--- src/common/spf_pkg.sv ---
// Purpose: Shared constants and types of the serial flash program control.
// Assumes: Array of 256 kB split into 64 kB blocks, 20 MHz system clock.
// Notes:   Every opcode, width and timing count of the block lives here.
//
// Contract
// Several bytes in one sequential cycle: only the last byte is programmed.
// Sequential frame ending mid-byte or without a byte aborts, clears latch flag.
// Sequential start address in protected block: no execution, clear latch flag.
// Sequential mode exits after highest unprotected location, clears latch flag.
// Host restarts sequential mode with opcode, address and first byte.
// No sequential wrap: after last array address exit and clear latch.
// Sequential address entering erase-suspended 64 kB block exits the mode.
// Latch flag cleared during sequential programming exits sequential mode.
// Dual page program writes 1..256 bytes only with latch flag set.
// After dual opcode and address the data output pin becomes an input.
// Opcode then 24-bit address shift in MSB first from bit 23.
// Dual data: four clocks per byte, odd bit on output pin, even on input.
// Data bytes go to page buffer, programmed at select release.
// Unaligned start wraps within the same 256-byte page.
// Under 256 bytes leave rest; over 256 keep the latest 256.
// Address and a whole byte required, release on byte boundary, else abort.
// Dual program on protected block: skip, go idle, clear latch flag.
// Busy flag in first status register while self-timed programming runs.
// Later sequential cycles carry opcode and one byte, programmed at counter.
// Host ends sequential mode with write disable, clearing latch flag.
// Sequential address counter advances by one after each programmed byte.

package spf_pkg;

  // Command opcodes
  localparam logic [7:0] OP_WREN   = 8'h06;
  localparam logic [7:0] OP_WRDI   = 8'h04;
  localparam logic [7:0] OP_RDSR   = 8'h05;
  localparam logic [7:0] OP_SEQ_A  = 8'had;
  localparam logic [7:0] OP_SEQ_B  = 8'haf;
  localparam logic [7:0] OP_DUAL   = 8'ha2;

  // Frame geometry
  localparam int         CMD_BITS   = 8;
  localparam int         ADDR_BITS  = 24;
  localparam int         BYTE_BITS  = 8;
  localparam int         PAGE_BYTES = 256;
  localparam int         PAGE_AW    = 8;
  localparam logic [23:0] ARRAY_LAST = 24'h03ffff;
  localparam int         BLOCK_SHIFT = 16;
  localparam int         NUM_BLOCKS  = 4;

  // Status register bit positions
  localparam int         STAT_BUSY_BIT = 0;
  localparam int         STAT_WLF_BIT  = 1;

  // Timing
  localparam int SYS_CLK_HZ         = 20_000_000;
  localparam int CLK_PERIOD_NS      = 1_000_000_000 / SYS_CLK_HZ;
  localparam int BYTE_PROG_TIME_NS  = 20_000;
  localparam int PAGE_PROG_TIME_NS  = 2_000_000;
  localparam int BYTE_PROG_CYC =
    (BYTE_PROG_TIME_NS + CLK_PERIOD_NS - 1) / CLK_PERIOD_NS;
  localparam int PAGE_PROG_CYC =
    (PAGE_PROG_TIME_NS + CLK_PERIOD_NS - 1) / CLK_PERIOD_NS;
  localparam int TIMER_W = 24;

  // Output FIFO
  localparam int FIFO_DEPTH = 8;
  localparam int WORD_W     = ADDR_BITS + BYTE_BITS;

  // Frame phases
  typedef enum logic [2:0] {
    SPF_PH_CMD,
    SPF_PH_ADDR,
    SPF_PH_DATA,
    SPF_PH_STAT,
    SPF_PH_SKIP
  } spf_phase_t;

  // Program engine states
  typedef enum logic [1:0] {
    SPF_ENG_IDLE,
    SPF_ENG_FILL,
    SPF_ENG_WAIT
  } spf_eng_t;

endpackage

--- src/logic/spf_fifo.sv ---
// Purpose: Synchronous FIFO with valid/ready on both sides.
// Assumes: Single clock, synchronous active-high reset.
// Notes:   Full and empty are exact; a stalled drain backs up the source.
`timescale 1ns/1ps

module spf_fifo #(
  parameter int WIDTH = 32,
  parameter int DEPTH = 8
) (
  input  wire logic             i_clk_sys,
  input  wire logic             i_srst,
  input  wire logic             i_in_valid,
  output logic                  o_in_ready,
  input  wire logic [WIDTH-1:0] i_in_data,
  output logic                  o_out_valid,
  input  wire logic             i_out_ready,
  output logic      [WIDTH-1:0] o_out_data,
  output logic                  o_empty
);

  localparam int AW = (DEPTH > 1) ? $clog2(DEPTH) : 1;
  localparam logic [AW:0] DEPTH_C = (AW+1)'(DEPTH);
  localparam logic [AW-1:0] LAST_C = AW'(DEPTH - 1);

  logic [WIDTH-1:0] mem_reg [DEPTH];
  logic [AW-1:0]    wr_ptr_reg;
  logic [AW-1:0]    rd_ptr_reg;
  logic [AW:0]      count_reg;
  logic             push;
  logic             pop;

  // Handshakes
  assign o_in_ready  = (count_reg != DEPTH_C);
  assign o_out_valid = (count_reg != '0);
  assign o_empty     = (count_reg == '0);
  assign push        = i_in_valid && o_in_ready;
  assign pop         = o_out_valid && i_out_ready;
  assign o_out_data  = mem_reg[rd_ptr_reg];

  // Storage
  always_ff @(posedge i_clk_sys) begin
    if (push) begin
      mem_reg[wr_ptr_reg] <= i_in_data;
    end
  end

  // Pointers and fill level
  always_ff @(posedge i_clk_sys) begin
    if (i_srst) begin
      wr_ptr_reg <= '0;
      rd_ptr_reg <= '0;
      count_reg  <= '0;
    end else begin
      if (push) begin
        wr_ptr_reg <= (wr_ptr_reg == LAST_C) ? '0 : wr_ptr_reg + 1'b1;
      end
      if (pop) begin
        rd_ptr_reg <= (rd_ptr_reg == LAST_C) ? '0 : rd_ptr_reg + 1'b1;
      end
      if (push && !pop) begin
        count_reg <= count_reg + 1'b1;
      end else if (pop && !push) begin
        count_reg <= count_reg - 1'b1;
      end
    end
  end

endmodule

--- src/logic/spf_program_ctrl.sv ---
// Purpose: Command, data and program control of sequential and dual page
//          programming, sampled from the serial link by the system clock.
// Assumes: Serial clock at most a quarter of the system clock, modes 0/3.
// Notes:   Array writes leave through a FIFO as address/data words.
`timescale 1ns/1ps

module spf_program_ctrl #(
  parameter int BYTE_PROG_CYC = spf_pkg::BYTE_PROG_CYC,
  parameter int PAGE_PROG_CYC = spf_pkg::PAGE_PROG_CYC,
  parameter int NUM_BLOCKS    = spf_pkg::NUM_BLOCKS
) (
  input  wire logic                  i_clk_sys,
  input  wire logic                  i_srst,
  input  wire logic                  i_cs_n,
  input  wire logic                  i_sck,
  input  wire logic                  i_si,
  input  wire logic                  i_so,
  output logic                       o_so,
  output logic                       o_so_oe,
  input  wire logic [NUM_BLOCKS-1:0] i_block_protect,
  input  wire logic [NUM_BLOCKS-1:0] i_erase_suspend,
  output logic                       o_wr_valid,
  input  wire logic                  i_wr_ready,
  output logic [23:0]                o_wr_addr,
  output logic [7:0]                 o_wr_data,
  output logic                       o_busy_flag,
  output logic                       o_write_latch_flag,
  output logic                       o_sequential_mode_flag
);

  localparam int BW = (NUM_BLOCKS > 1) ? $clog2(NUM_BLOCKS) : 1;
  localparam logic [4:0] CMD_LAST  = 5'(spf_pkg::CMD_BITS - 1);
  localparam logic [4:0] ADDR_LAST = 5'(spf_pkg::ADDR_BITS - 1);
  localparam logic [8:0] PAGE_FULL = 9'(spf_pkg::PAGE_BYTES);
  localparam logic [spf_pkg::TIMER_W-1:0] BYTE_T =
    spf_pkg::TIMER_W'(BYTE_PROG_CYC);
  localparam logic [spf_pkg::TIMER_W-1:0] PAGE_T =
    spf_pkg::TIMER_W'(PAGE_PROG_CYC);

  ////////////////////////////////////////////////////////////////////////////
  // Pin synchronisers and edge detection
  ////////////////////////////////////////////////////////////////////////////

  logic cs_s1, cs_s2, cs_s3;
  logic sck_s1, sck_s2, sck_s3;
  logic si_s1, si_s2;
  logic so_s1, so_s2;
  logic sck_rise, sck_fall, cs_rise, frame_on;

  // Two flops per pin, third for edges
  always_ff @(posedge i_clk_sys) begin
    if (i_srst) begin
      cs_s1  <= 1'b1;
      cs_s2  <= 1'b1;
      cs_s3  <= 1'b1;
      sck_s1 <= 1'b0;
      sck_s2 <= 1'b0;
      sck_s3 <= 1'b0;
      si_s1  <= 1'b0;
      si_s2  <= 1'b0;
      so_s1  <= 1'b0;
      so_s2  <= 1'b0;
    end else begin
      cs_s1  <= i_cs_n;
      cs_s2  <= cs_s1;
      cs_s3  <= cs_s2;
      sck_s1 <= i_sck;
      sck_s2 <= sck_s1;
      sck_s3 <= sck_s2;
      si_s1  <= i_si;
      si_s2  <= si_s1;
      so_s1  <= i_so;
      so_s2  <= so_s1;
    end
  end

  // Edge strobes
  assign frame_on = !cs_s2;
  assign sck_rise = frame_on && sck_s2 && !sck_s3;
  assign sck_fall = frame_on && !sck_s2 && sck_s3;
  assign cs_rise  = cs_s2 && !cs_s3;

  ////////////////////////////////////////////////////////////////////////////
  // Frame decoder
  ////////////////////////////////////////////////////////////////////////////

  spf_pkg::spf_phase_t phase_reg;
  logic [7:0]  cmd_reg;
  logic [4:0]  bit_cnt_reg;
  logic [23:0] addr_reg;
  logic        addr_done_reg;
  logic        is_seq_reg;
  logic        is_dual_reg;
  logic        cmd_done_reg;
  logic [7:0]  byte_sh_reg;
  logic [2:0]  data_bits_reg;
  logic [8:0]  byte_cnt_reg;
  logic [7:0]  wr_idx_reg;
  logic [7:0]  last_byte_reg;
  logic        wlf_reg;
  logic        seq_mode_reg;
  logic [23:0] seq_addr_reg;
  spf_pkg::spf_eng_t eng_reg;
  logic        busy;

  logic [7:0]  cmd_full;
  logic [2:0]  data_step;
  logic [7:0]  byte_full;
  logic        byte_done;
  logic        is_seq_op;

  // Next values of the shifters
  assign cmd_full  = {cmd_reg[6:0], si_s2};
  assign is_seq_op = (cmd_full == spf_pkg::OP_SEQ_A) ||
                     (cmd_full == spf_pkg::OP_SEQ_B);
  assign data_step = is_dual_reg ? 3'h2 : 3'h1;
  assign byte_full = is_dual_reg ? {byte_sh_reg[5:0], so_s2, si_s2}
                                 : {byte_sh_reg[6:0], si_s2};
  assign byte_done = sck_rise && (phase_reg == spf_pkg::SPF_PH_DATA) &&
                     (3'(data_bits_reg + data_step) == 3'h0);

  // Phase walk over opcode, address and data
  always_ff @(posedge i_clk_sys) begin
    if (i_srst || !frame_on) begin
      phase_reg     <= spf_pkg::SPF_PH_CMD;
      cmd_reg       <= 8'h00;
      bit_cnt_reg   <= 5'h00;
      addr_done_reg <= 1'b0;
      is_seq_reg    <= 1'b0;
      is_dual_reg   <= 1'b0;
      cmd_done_reg  <= 1'b0;
      data_bits_reg <= 3'h0;
      byte_cnt_reg  <= 9'h000;
      if (i_srst) begin
        addr_reg      <= 24'h000000;
        byte_sh_reg   <= 8'h00;
        wr_idx_reg    <= 8'h00;
        last_byte_reg <= 8'h00;
      end
    end else if (sck_rise) begin
      unique case (phase_reg)
        spf_pkg::SPF_PH_CMD: begin
          cmd_reg     <= cmd_full;
          bit_cnt_reg <= bit_cnt_reg + 5'h01;
          if (bit_cnt_reg == CMD_LAST) begin
            bit_cnt_reg  <= 5'h00;
            cmd_done_reg <= 1'b1;
            phase_reg    <= spf_pkg::SPF_PH_SKIP;
            if (cmd_full == spf_pkg::OP_RDSR) begin
              phase_reg <= spf_pkg::SPF_PH_STAT;
            end else if (busy) begin
              phase_reg <= spf_pkg::SPF_PH_SKIP;
            end else if (is_seq_op && seq_mode_reg) begin
              is_seq_reg <= 1'b1;
              phase_reg  <= spf_pkg::SPF_PH_DATA;
            end else if (is_seq_op && wlf_reg) begin
              is_seq_reg <= 1'b1;
              phase_reg  <= spf_pkg::SPF_PH_ADDR;
            end else if (cmd_full == spf_pkg::OP_DUAL && wlf_reg &&
                         !seq_mode_reg) begin
              is_dual_reg <= 1'b1;
              phase_reg   <= spf_pkg::SPF_PH_ADDR;
            end
          end
        end
        spf_pkg::SPF_PH_ADDR: begin
          addr_reg    <= {addr_reg[22:0], si_s2};
          bit_cnt_reg <= bit_cnt_reg + 5'h01;
          if (bit_cnt_reg == ADDR_LAST) begin
            addr_done_reg <= 1'b1;
            wr_idx_reg    <= {addr_reg[6:0], si_s2};
            phase_reg     <= spf_pkg::SPF_PH_DATA;
          end
        end
        spf_pkg::SPF_PH_DATA: begin
          byte_sh_reg   <= byte_full;
          data_bits_reg <= 3'(data_bits_reg + data_step);
          if (byte_done) begin
            last_byte_reg <= byte_full;
            wr_idx_reg    <= wr_idx_reg + 8'h01;
            if (byte_cnt_reg != PAGE_FULL) begin
              byte_cnt_reg <= byte_cnt_reg + 9'h001;
            end
          end
        end
        spf_pkg::SPF_PH_STAT,
        spf_pkg::SPF_PH_SKIP: begin
        end
      endcase
    end
  end

  ////////////////////////////////////////////////////////////////////////////
  // Page buffer
  ////////////////////////////////////////////////////////////////////////////

  logic [7:0] page_mem [spf_pkg::PAGE_BYTES];

  // Dual bytes land at the running slot
  always_ff @(posedge i_clk_sys) begin
    if (byte_done && is_dual_reg) begin
      page_mem[wr_idx_reg] <= byte_full;
    end
  end

  ////////////////////////////////////////////////////////////////////////////
  // Frame end decisions
  ////////////////////////////////////////////////////////////////////////////

  logic [23:0]   tgt_addr;
  logic [BW-1:0] tgt_blk;
  logic          data_frame;
  logic          frame_good;
  logic          ev_prog;
  logic          ev_abort;
  logic          ev_wren;
  logic          ev_wrdi;
  logic          ev_done;
  logic          done_clear;
  logic          done_exit;

  assign tgt_addr   = addr_done_reg ? addr_reg : seq_addr_reg;
  assign tgt_blk    = tgt_addr[spf_pkg::BLOCK_SHIFT +: BW];
  assign data_frame = cs_rise && (is_seq_reg || is_dual_reg) &&
                      (phase_reg == spf_pkg::SPF_PH_ADDR ||
                       phase_reg == spf_pkg::SPF_PH_DATA);
  assign frame_good = (phase_reg == spf_pkg::SPF_PH_DATA) &&
                      (byte_cnt_reg != 9'h000) &&
                      (data_bits_reg == 3'h0);
  assign ev_prog    = data_frame && frame_good &&
                      !i_block_protect[tgt_blk];
  assign ev_abort   = data_frame && !ev_prog;
  assign ev_wren    = cs_rise && cmd_done_reg && !busy &&
                      (phase_reg == spf_pkg::SPF_PH_SKIP) &&
                      (cmd_reg == spf_pkg::OP_WREN);
  assign ev_wrdi    = cs_rise && cmd_done_reg && !busy &&
                      (phase_reg == spf_pkg::SPF_PH_SKIP) &&
                      (cmd_reg == spf_pkg::OP_WRDI);

  ////////////////////////////////////////////////////////////////////////////
  // Write latch and sequential mode flags
  ////////////////////////////////////////////////////////////////////////////

  // Latch flag set and clear
  always_ff @(posedge i_clk_sys) begin
    if (i_srst) begin
      wlf_reg <= 1'b0;
    end else if (ev_wrdi || ev_abort || done_clear) begin
      wlf_reg <= 1'b0;
    end else if (ev_wren) begin
      wlf_reg <= 1'b1;
    end
  end

  // Sequential mode follows the latch flag and the auto exits
  always_ff @(posedge i_clk_sys) begin
    if (i_srst) begin
      seq_mode_reg <= 1'b0;
    end else if (!wlf_reg || done_exit || ev_abort) begin
      seq_mode_reg <= 1'b0;
    end else if (ev_prog && is_seq_reg) begin
      seq_mode_reg <= 1'b1;
    end
  end

  ////////////////////////////////////////////////////////////////////////////
  // Self-timed program engine
  ////////////////////////////////////////////////////////////////////////////

  logic [23:0]               eng_addr_reg;
  logic [7:0]                eng_byte_reg;
  logic [8:0]                eng_cnt_reg;
  logic [8:0]                eng_idx_reg;
  logic                      eng_seq_reg;
  logic [spf_pkg::TIMER_W-1:0] timer_reg;
  logic [7:0]                slot;
  logic [23:0]               next_addr;
  logic [BW-1:0]             next_blk;
  logic                      fifo_in_valid;
  logic                      fifo_in_ready;
  logic                      fifo_empty;
  logic [spf_pkg::WORD_W-1:0] fifo_in_data;
  logic [spf_pkg::WORD_W-1:0] fifo_out_data;

  assign busy      = (eng_reg != spf_pkg::SPF_ENG_IDLE);
  assign slot      = 8'(eng_addr_reg[7:0] + eng_idx_reg[7:0]);
  assign next_addr = 24'(eng_addr_reg + 24'h000001);
  assign next_blk  = next_addr[spf_pkg::BLOCK_SHIFT +: BW];
  assign fifo_in_valid = (eng_reg == spf_pkg::SPF_ENG_FILL) &&
                         (eng_idx_reg != eng_cnt_reg);
  assign fifo_in_data  = eng_seq_reg ?
    {eng_addr_reg, eng_byte_reg} :
    {eng_addr_reg[23:8], slot, page_mem[slot]};
  assign ev_done    = (eng_reg == spf_pkg::SPF_ENG_WAIT) &&
                      (timer_reg == '0);
  assign done_clear = ev_done && (!eng_seq_reg ||
                      eng_addr_reg == spf_pkg::ARRAY_LAST ||
                      i_block_protect[next_blk]);
  assign done_exit  = ev_done && eng_seq_reg &&
                      i_erase_suspend[next_blk];

  // Start, drain into FIFO, wait timer
  always_ff @(posedge i_clk_sys) begin
    if (i_srst) begin
      eng_reg      <= spf_pkg::SPF_ENG_IDLE;
      eng_addr_reg <= 24'h000000;
      eng_byte_reg <= 8'h00;
      eng_cnt_reg  <= 9'h000;
      eng_idx_reg  <= 9'h000;
      eng_seq_reg  <= 1'b0;
      timer_reg    <= '0;
    end else begin
      unique case (eng_reg)
        spf_pkg::SPF_ENG_IDLE: begin
          if (ev_prog) begin
            eng_reg      <= spf_pkg::SPF_ENG_FILL;
            eng_addr_reg <= tgt_addr;
            eng_byte_reg <= last_byte_reg;
            eng_seq_reg  <= is_seq_reg;
            eng_cnt_reg  <= is_seq_reg ? 9'h001 : byte_cnt_reg;
            eng_idx_reg  <= 9'h000;
          end
        end
        spf_pkg::SPF_ENG_FILL: begin
          if (fifo_in_valid && fifo_in_ready) begin
            eng_idx_reg <= eng_idx_reg + 9'h001;
          end
          if (!fifo_in_valid && fifo_empty) begin
            eng_reg   <= spf_pkg::SPF_ENG_WAIT;
            timer_reg <= eng_seq_reg ? BYTE_T : PAGE_T;
          end
        end
        spf_pkg::SPF_ENG_WAIT: begin
          if (timer_reg == '0) begin
            eng_reg <= spf_pkg::SPF_ENG_IDLE;
          end else begin
            timer_reg <= timer_reg - 1'b1;
          end
        end
      endcase
    end
  end

  // Sequential address counter
  always_ff @(posedge i_clk_sys) begin
    if (i_srst) begin
      seq_addr_reg <= 24'h000000;
    end else if (ev_done && eng_seq_reg) begin
      seq_addr_reg <= next_addr;
    end
  end

  // Array write FIFO
  spf_fifo #(
    .WIDTH (spf_pkg::WORD_W),
    .DEPTH (spf_pkg::FIFO_DEPTH)
  ) u_fifo (
    .i_clk_sys   (i_clk_sys),
    .i_srst      (i_srst),
    .i_in_valid  (fifo_in_valid),
    .o_in_ready  (fifo_in_ready),
    .i_in_data   (fifo_in_data),
    .o_out_valid (o_wr_valid),
    .i_out_ready (i_wr_ready),
    .o_out_data  (fifo_out_data),
    .o_empty     (fifo_empty)
  );

  assign o_wr_addr = fifo_out_data[spf_pkg::WORD_W-1 -: spf_pkg::ADDR_BITS];
  assign o_wr_data = fifo_out_data[spf_pkg::BYTE_BITS-1:0];

  ////////////////////////////////////////////////////////////////////////////
  // Status read-out on the data output pin
  ////////////////////////////////////////////////////////////////////////////

  logic [7:0] stat_sh_reg;
  logic [2:0] stat_cnt_reg;
  logic [7:0] stat_now;

  always_comb begin
    stat_now = 8'h00;
    stat_now[spf_pkg::STAT_BUSY_BIT] = busy;
    stat_now[spf_pkg::STAT_WLF_BIT]  = wlf_reg;
  end

  // Status shifted out on falling clock
  always_ff @(posedge i_clk_sys) begin
    if (i_srst || !frame_on) begin
      o_so         <= 1'b0;
      o_so_oe      <= 1'b0;
      stat_sh_reg  <= 8'h00;
      stat_cnt_reg <= 3'h0;
    end else if (phase_reg != spf_pkg::SPF_PH_STAT) begin
      o_so_oe <= 1'b0;
    end else if (sck_fall) begin
      o_so_oe      <= 1'b1;
      stat_cnt_reg <= stat_cnt_reg + 3'h1;
      if (stat_cnt_reg == 3'h0) begin
        o_so        <= stat_now[7];
        stat_sh_reg <= {stat_now[6:0], 1'b0};
      end else begin
        o_so        <= stat_sh_reg[7];
        stat_sh_reg <= {stat_sh_reg[6:0], 1'b0};
      end
    end
  end

  // Flag outputs
  assign o_busy_flag            = busy;
  assign o_write_latch_flag     = wlf_reg;
  assign o_sequential_mode_flag = seq_mode_reg;

endmodule

--- config.mk ---
export PLATFORM = sky130hd
export DESIGN_NAME = spf_program_ctrl
export DESIGN_NICKNAME = d
export VERILOG_FILES = /design/src/common/spf_pkg.sv /design/src/logic/spf_fifo.sv /design/src/logic/spf_program_ctrl.sv
export SDC_FILE = /design/constraint.sdc
export NUM_CORES = 2
export LEC_CHECK = 0
export ABC_AREA = 1
export BUFFER_PORTS_ARGS = -buffer_cell sky130_fd_sc_hd__buf_2
export CAP_MARGIN = 20
export CORE_MARGIN = 8
export CORE_UTILIZATION = 30
export CTS_CLUSTER_DIAMETER = 150
export DETAILED_ROUTE_END_ITERATION = 8
export GPL_TIMING_DRIVEN = 1
export PLACE_DENSITY_LB_ADDON = 0.25
export SYNTH_ARGS = -nofsm -noshare
export SYNTH_HDL_FRONTEND = slang
export SYNTH_SLANG_ARGS = --single-unit
export TNS_END_PERCENT = 5
--- constraint.sdc ---
create_clock -name i_clk_sys -period 4.7 [get_ports i_clk_sys]
set_input_delay 0.235 -clock i_clk_sys [delete_from_list [all_inputs] [get_ports i_clk_sys]]
set_output_delay 0.235 -clock i_clk_sys [all_outputs]
set_load 0.05 [all_outputs]
# Word-level counts from Yosys, hierarchy flattened
# Memories as Yosys holds them, arrays and structs flattened. A register that Yosys moved wholly into a read port is not among the register bits.
# Index checks and enable logic that the tools add are counted.
# op_classes
add_sub_neg	13
order_cmp	2
n_eq_ne	30
n_mux	63
n_bitwise	5
reduce_logical	99
# op_table
op	count
24-bit 2-to-1 mux	7
8-bit 2-to-1 mux	11
24-bit case mux with 2 select lines	1
1-bit logical AND	35
3-bit 2-to-1 mux	11
16-bit 2-to-1 mux	2
9-bit 2-to-1 mux	3
24-bit by 1-bit adder with 24-bit output (second input constant)	1
24-bit by 18-bit == test with 1-bit output (second input constant)	1
8-bit by 3-bit == test with 1-bit output (second input constant)	3
8-bit == test (second input constant)	3
24-bit zero test	1
24-bit by 1-bit subtractor with 24-bit output (second input constant)	1
7-bit 2-to-1 mux	3
3-bit AND reduction	7
2-bit nonzero test	10
9-bit by 1-bit adder with 9-bit output (second input constant)	2
9-bit case mux with 2 select lines	1
8-bit case mux with 2 select lines	1
1-bit zero test	13
3-bit zero test	4
4-bit AND reduction	3
1-bit logical OR	10
1-bit 2-to-1 mux	10
other kinds (39)	68
# word_totals
regBits	215
ram_bits	2304
out_inout_bits	38
elab_cells	254
memories	2
# mem_list
name	depth	word_bits	rd	rd_ports_with_merged_regs	wr	line_no	source
page_mem	256	8	1	0	1	spf_program_ctrl.sv:197	logic [7:0] page_mem [spf_pkg::PAGE_BYTES];
u_fifo.mem_reg	8	32	1	1	1	spf_fifo.sv:25	logic [WIDTH-1:0] mem_reg [DEPTH];

# Longest topological paths before layout
# logic_depth
depth_word	11
mapped_depth	17
depth_no_buf	17

# Cells and area by module
# Synthesis repeated with hierarchy kept, for this count alone.
# unflattened
hier_cells	10476
hier_area_um2	107907.2
# by_module_without_submodules
module	instances	cells_per_inst	area_each_um2	seq_area_each_um2
spf_program_ctrl	1	9527	97000.5	66053.4
spf_fifo	1	949	10906.7	7947.6

# Worst setup path before layout
# No wires, ideal clock.
# synth_timing
path_kind	register -> register
from	reg si_s2
to	reg phase_reg[0]
arrival_ns	4.892
required_ns	4.630
path_slack_ns	-0.263
path_stages_with_launch	9
cell_sequence	dfxtp_1 inv_1 nor3_1 nand3_1 nand2_1 inv_1 nor3_1 o21bai_1 a21oi_1
# synth_via
elab_chain_len	10
word_cells_on_any_way	16
classes_between	4 x eq/ne; 7 x mux; 5 x reduce/logical
# synth_lines
item	line_no	source
from (decl)	spf_program_ctrl.sv:46	logic si_s1, si_s2;
from (signal assigned)	spf_program_ctrl.sv:71	si_s2 <= si_s1;
8-bit == test	spf_program_ctrl.sv:159	end else if (cmd_full == spf_pkg::OP_DUAL && wlf_reg &&
1-bit logical AND (2 in a row)	spf_program_ctrl.sv:159	
3-bit 2-to-1 mux	spf_program_ctrl.sv:159	
3-bit 2-to-1 mux	spf_program_ctrl.sv:156	end else if (is_seq_op && wlf_reg) begin
3-bit 2-to-1 mux	spf_program_ctrl.sv:153	end else if (is_seq_op && seq_mode_reg) begin
3-bit 2-to-1 mux	spf_program_ctrl.sv:151	end else if (busy) begin
3-bit 2-to-1 mux *	spf_program_ctrl.sv:149	if (cmd_full == spf_pkg::OP_RDSR) begin
3-bit 2-to-1 mux *	spf_program_ctrl.sv:145	if (bit_cnt_reg == CMD_LAST) begin
3-bit case mux with 2 select lines *	spf_program_ctrl.sv:141	unique case (phase_reg)
to (signal assigned)	spf_program_ctrl.sv:148	phase_reg <= spf_pkg::SPF_PH_SKIP;
to (signal assigned)	spf_program_ctrl.sv:150	phase_reg <= spf_pkg::SPF_PH_STAT;
to (signal assigned)	spf_program_ctrl.sv:152	phase_reg <= spf_pkg::SPF_PH_SKIP;
to (decl)	spf_program_ctrl.sv:87	spf_pkg::spf_phase_t phase_reg;
# Mark *: on every way between the ends. The rest lies on a longest branch, timed or not. The select of a mux whose other input is x is not followed.
# A chain may end at the register's enable or synchronous reset.

# Worst setup path after layout
# layout_timing
from	reg eng_idx_reg[0]
to	mem u_fifo.mem_reg[0][5], data pin
# layout_via
elab_chain_len	3
# layout_lines
item	line_no	source
from (decl)	spf_program_ctrl.sv:273	logic [8:0] eng_idx_reg;
from (signal assigned)	spf_program_ctrl.sv:326	eng_idx_reg <= eng_idx_reg + 9'h001;
8-bit adder	spf_program_ctrl.sv:286	assign slot = 8'(eng_addr_reg[7:0] + eng_idx_reg[7:0]);
memory read 256 x 8 bit	-	
16-bit 2-to-1 mux	spf_program_ctrl.sv:291	assign fifo_in_data = eng_seq_reg ?
named net fifo_in_data (one bit)	spf_program_ctrl.sv:282	logic [spf_pkg::WORD_W-1:0] fifo_in_data;
to (decl)	spf_fifo.sv:25	
# The timed path passes the listed nets, and every way through them passes these cells.

==> out/qor.yml <==
synthesis:
  synth_seq_cells: 2521
  netlist_area_sq_um: 107300
  yosysTopAreaCellShare_pct: 65.80
  yosys-top-cells-area: "edfxtp_1, nand2_1, nor2_1, nand3_1, o21ai_0"
  synth_cell_types: 51
  seq_area_frac_synth_pct: 68.97
  yosysTopAreaCell: "edfxtp_1"
  synth_fp_nets: 10350
  syn_area_per_cell_sq_um: 10.41
  synth_cells: 10300
  ys_warn_count: 0
final_layout:
  fill_cells: 35490
  multi_input_area_sq_um: 28050
  layout.nets: 10360
  drive_gt1_share_pct: 7.385
  syn_to_final_growth_pct: 14.34
  largest_reg_flops: 2048
  regArea_sq_um: 74010
clocking:
  numClockSinks: 2521
  cts.clk_slew.worst_paths_ps: 60
  clkLatencyLatePin_ps: 910
  postCtsSetupRepairBufs: 0
  cts_root_buffer: "clkbuf_16"
  cts_buffers: 282
  h-tree-depth: 5
  cts_max_path_buffers: 4
  cts_tree: "built"
floorplanning:
  die_y_um: 614.0
  coreArea_sq_um: 355900
  die-width_um: 614.0
  io_pins: 53
  rows: 219
  initial_core_util_pct: 30.14
  die_area_sq_um: 377000
critical_path:
  ff2ff_path_depth: 15
  end_kind: "flop"
  r2r_end: "u_fifo.mem_reg[0][5]"
  cp.arrival_ps: 5230
  critPathKind: "reg -> reg"
  worstSetupStartpointType: "flop"
  crit_fanout: 41
  worstPathRequired_ps: 5380
  crit_path_start: "eng_idx_reg[0]"
  rr_startpoint: "eng_idx_reg[0]"
  cp-endpoint: "u_fifo.mem_reg[0][5]"
  worst-r2r-setup-slack_ps: 150
worst_hold_path:
  hold_class: "in -> reg"
  hold_path_depth: 8
sta:
  worst_hold_slack_ps: 79.37
  period_needed_ps: 4551
  fin_skew_ps: 45.34
  slew_violations: 0
  final-setup-viol-count: 0
  hold_viol: 0
  setup_slack_ps: 149.5
  rsz0062_at_grt: "no"
  tightestPinTransition_ps: 1177
  slew_headroom_pct: 21.56
  period_share_pct: 96.82
  fmax_mhz: 219.8
  final.setup.tns_ps: 0
run_status:
  outcome: "completed"
route:
  dr.pass1.iters: 6
  vias: 73330
  final_antenna_net_count: 0
  routed_wl_mm: 313.9
  drc: 0
  vias_per_cell: 4.800
  wl_per_cell_um: 20.55
  drtIter0Drc: 6849
power:
  ir_worst_vdd_mv: 0.3378
  p_leak_uw: 0.04549
  p_total_uw: 54690
  p_per_area_nw_per_um2: 445.8
grt:
  overflow: 0
  grt_pass1_wl_mm: 466.2
  antenna_found_initial: 10
  grt_usage_pct: 16.14
  grt_max_degree: 153
  grt_pass1_vias: 71900
place:
  dp_hpwl_mm: 187.0
  port_buffers: 52
  place_ws_ps: -21.13
  gp_congestion: 0.8362
job:
  timing.max_cap.violations: 0
==> through the flow <==
step	instances	utilization, %	area (sq um)
final	15280	34.47	122700
after global routing	15270	34.46	122700
after CTS	15270	34.46	122700
after detailed placement	14760	31.97	113800
after global placement	14760	31.97	113800
after floorplan	10300	-	107300
==> Yosys cell counts, drive strengths merged <==
library cell     n
a211oi           9
a21o             1
a21oi          150
a22oi            1
a311oi           1
a31oi           37
a41oi            1
buf            257
clkbuf         323
clkinv           3
dfxtp          170
edfxtp        2351
fa               3
ha              31
inv            785
nand2         2468
nand2b           1
nand3          861
nand3b           3
nand4           21
nor2          1748
nor3            38
nor3b            1
nor4            17
o211a            2
o211ai          14
o21a             1
o21ai          870
o21bai           2
o22ai           34
o32ai            1
o41ai            2
or2             31
xnor2            3
xor2            62
==> worst min path at each step <==
stage	start	endpoint	slack, ps
floorplan	i_cs_n	cs_s1	340
global placement	si_s1	si_s2	390
CTS	i_cs_n	cs_s1	6
finish	i_block_protect[3]	o_sequential_mode_flag	80
global route	i_cs_n	cs_s1	70
detailed placement	si_s1	si_s2	390
==> what timing repair did <==
action	in CTS	in global routing
endpoints found under the setup margin	8	8
resized for setup	1	1
hold endpoints to repair	65	0
hold buffers	15	0
==> final cells by class <==
cell class                 count  area share [%]
sequential                  2521           60.33
multi-input combinational   6414           22.87
clock buffer                 355           6.147
tap                         4751           4.846
timing repair buffer         301           2.432
inverter                     788           2.426
clock inverter               143          0.9455
antenna                        3        0.006119
==> power by group <==
group	switching, uW	leakage (uW)	internal (uW)
Combinational	6480	0.0184	2340
Sequential	116	0.0228	24600
Clock	9090	0.00427	12100
==> logic make-up (layout without fill, tap and decap cells) <==
| group | count (synthesis) | count (layout) | share of synthesized area [%] |
|---|---|---|---|
| DFF | 2521 | 2521 | 68.97 |
| and+or+nand+nor | 5189 | 5189 | 19.52 |
| AOI/OAI and AO/OA | 1126 | 1126 | 5.432 |
| other | 0 | 3 | 0 |
| adders and majority gates | 34 | 34 | 0.4175 |
| buffers and inverters | 1368 | 1587 | 5.114 |
| xor gates and xnor gates | 65 | 65 | 0.5376 |
==> worst max-delay path, cell delays in order (launching register included) <==
cell	delay (ps)
dfxtp_1	400
ha_4	210
fa_4	980
buf_6	290
buf_12	250
buf_12	220
o21ai_0	120
o21ai_1	240
nand2_1	80
nand3_1	100
nand3_1	220
nand3_1	250
nand3_1	240
nand3_1	260
nand3_1	160
nand2_1	290
==> cells in the final DEF (no fill, tap or decap), drive strengths merged, types with 3 or more instances in the layout <==
master	synthesis	final
nand2	2468	2468
edfxtp	2351	2351
nor2	1748	1748
o21ai	870	870
nand3	861	861
inv	785	798
clkbuf	323	355
buf	257	286
dfxtp	170	170
a21oi	150	150
clkinv	3	118
xor2	62	62
nor3	38	38
a31oi	37	37
o22ai	34	34
ha	31	31
or2	31	31
nand4	21	21
nor4	17	17
dlygate4sd3	0	15
o211ai	14	14
bufinv	0	12
a211oi	9	9
diode	0	3
nand3b	3	3
clkinvlp	0	3
xnor2	3	3
fa	3	3
==> per-layer routing <==
| layer | vias up | part of all wire, % | track usage, % |
|---|---|---|---|
| met4 | 4 | 2.7 | 4.309 |
| met1 | 36180 | 44 | 21.94 |
| li1 | 34600 | - | - |
| met2 | 2109 | 47 | 26.81 |
| met3 | 444 | 6.3 | 2.621 |
| met5 | - | 0.0061 | 0 |
Note: power is estimated with default switching activity, not from simulation.
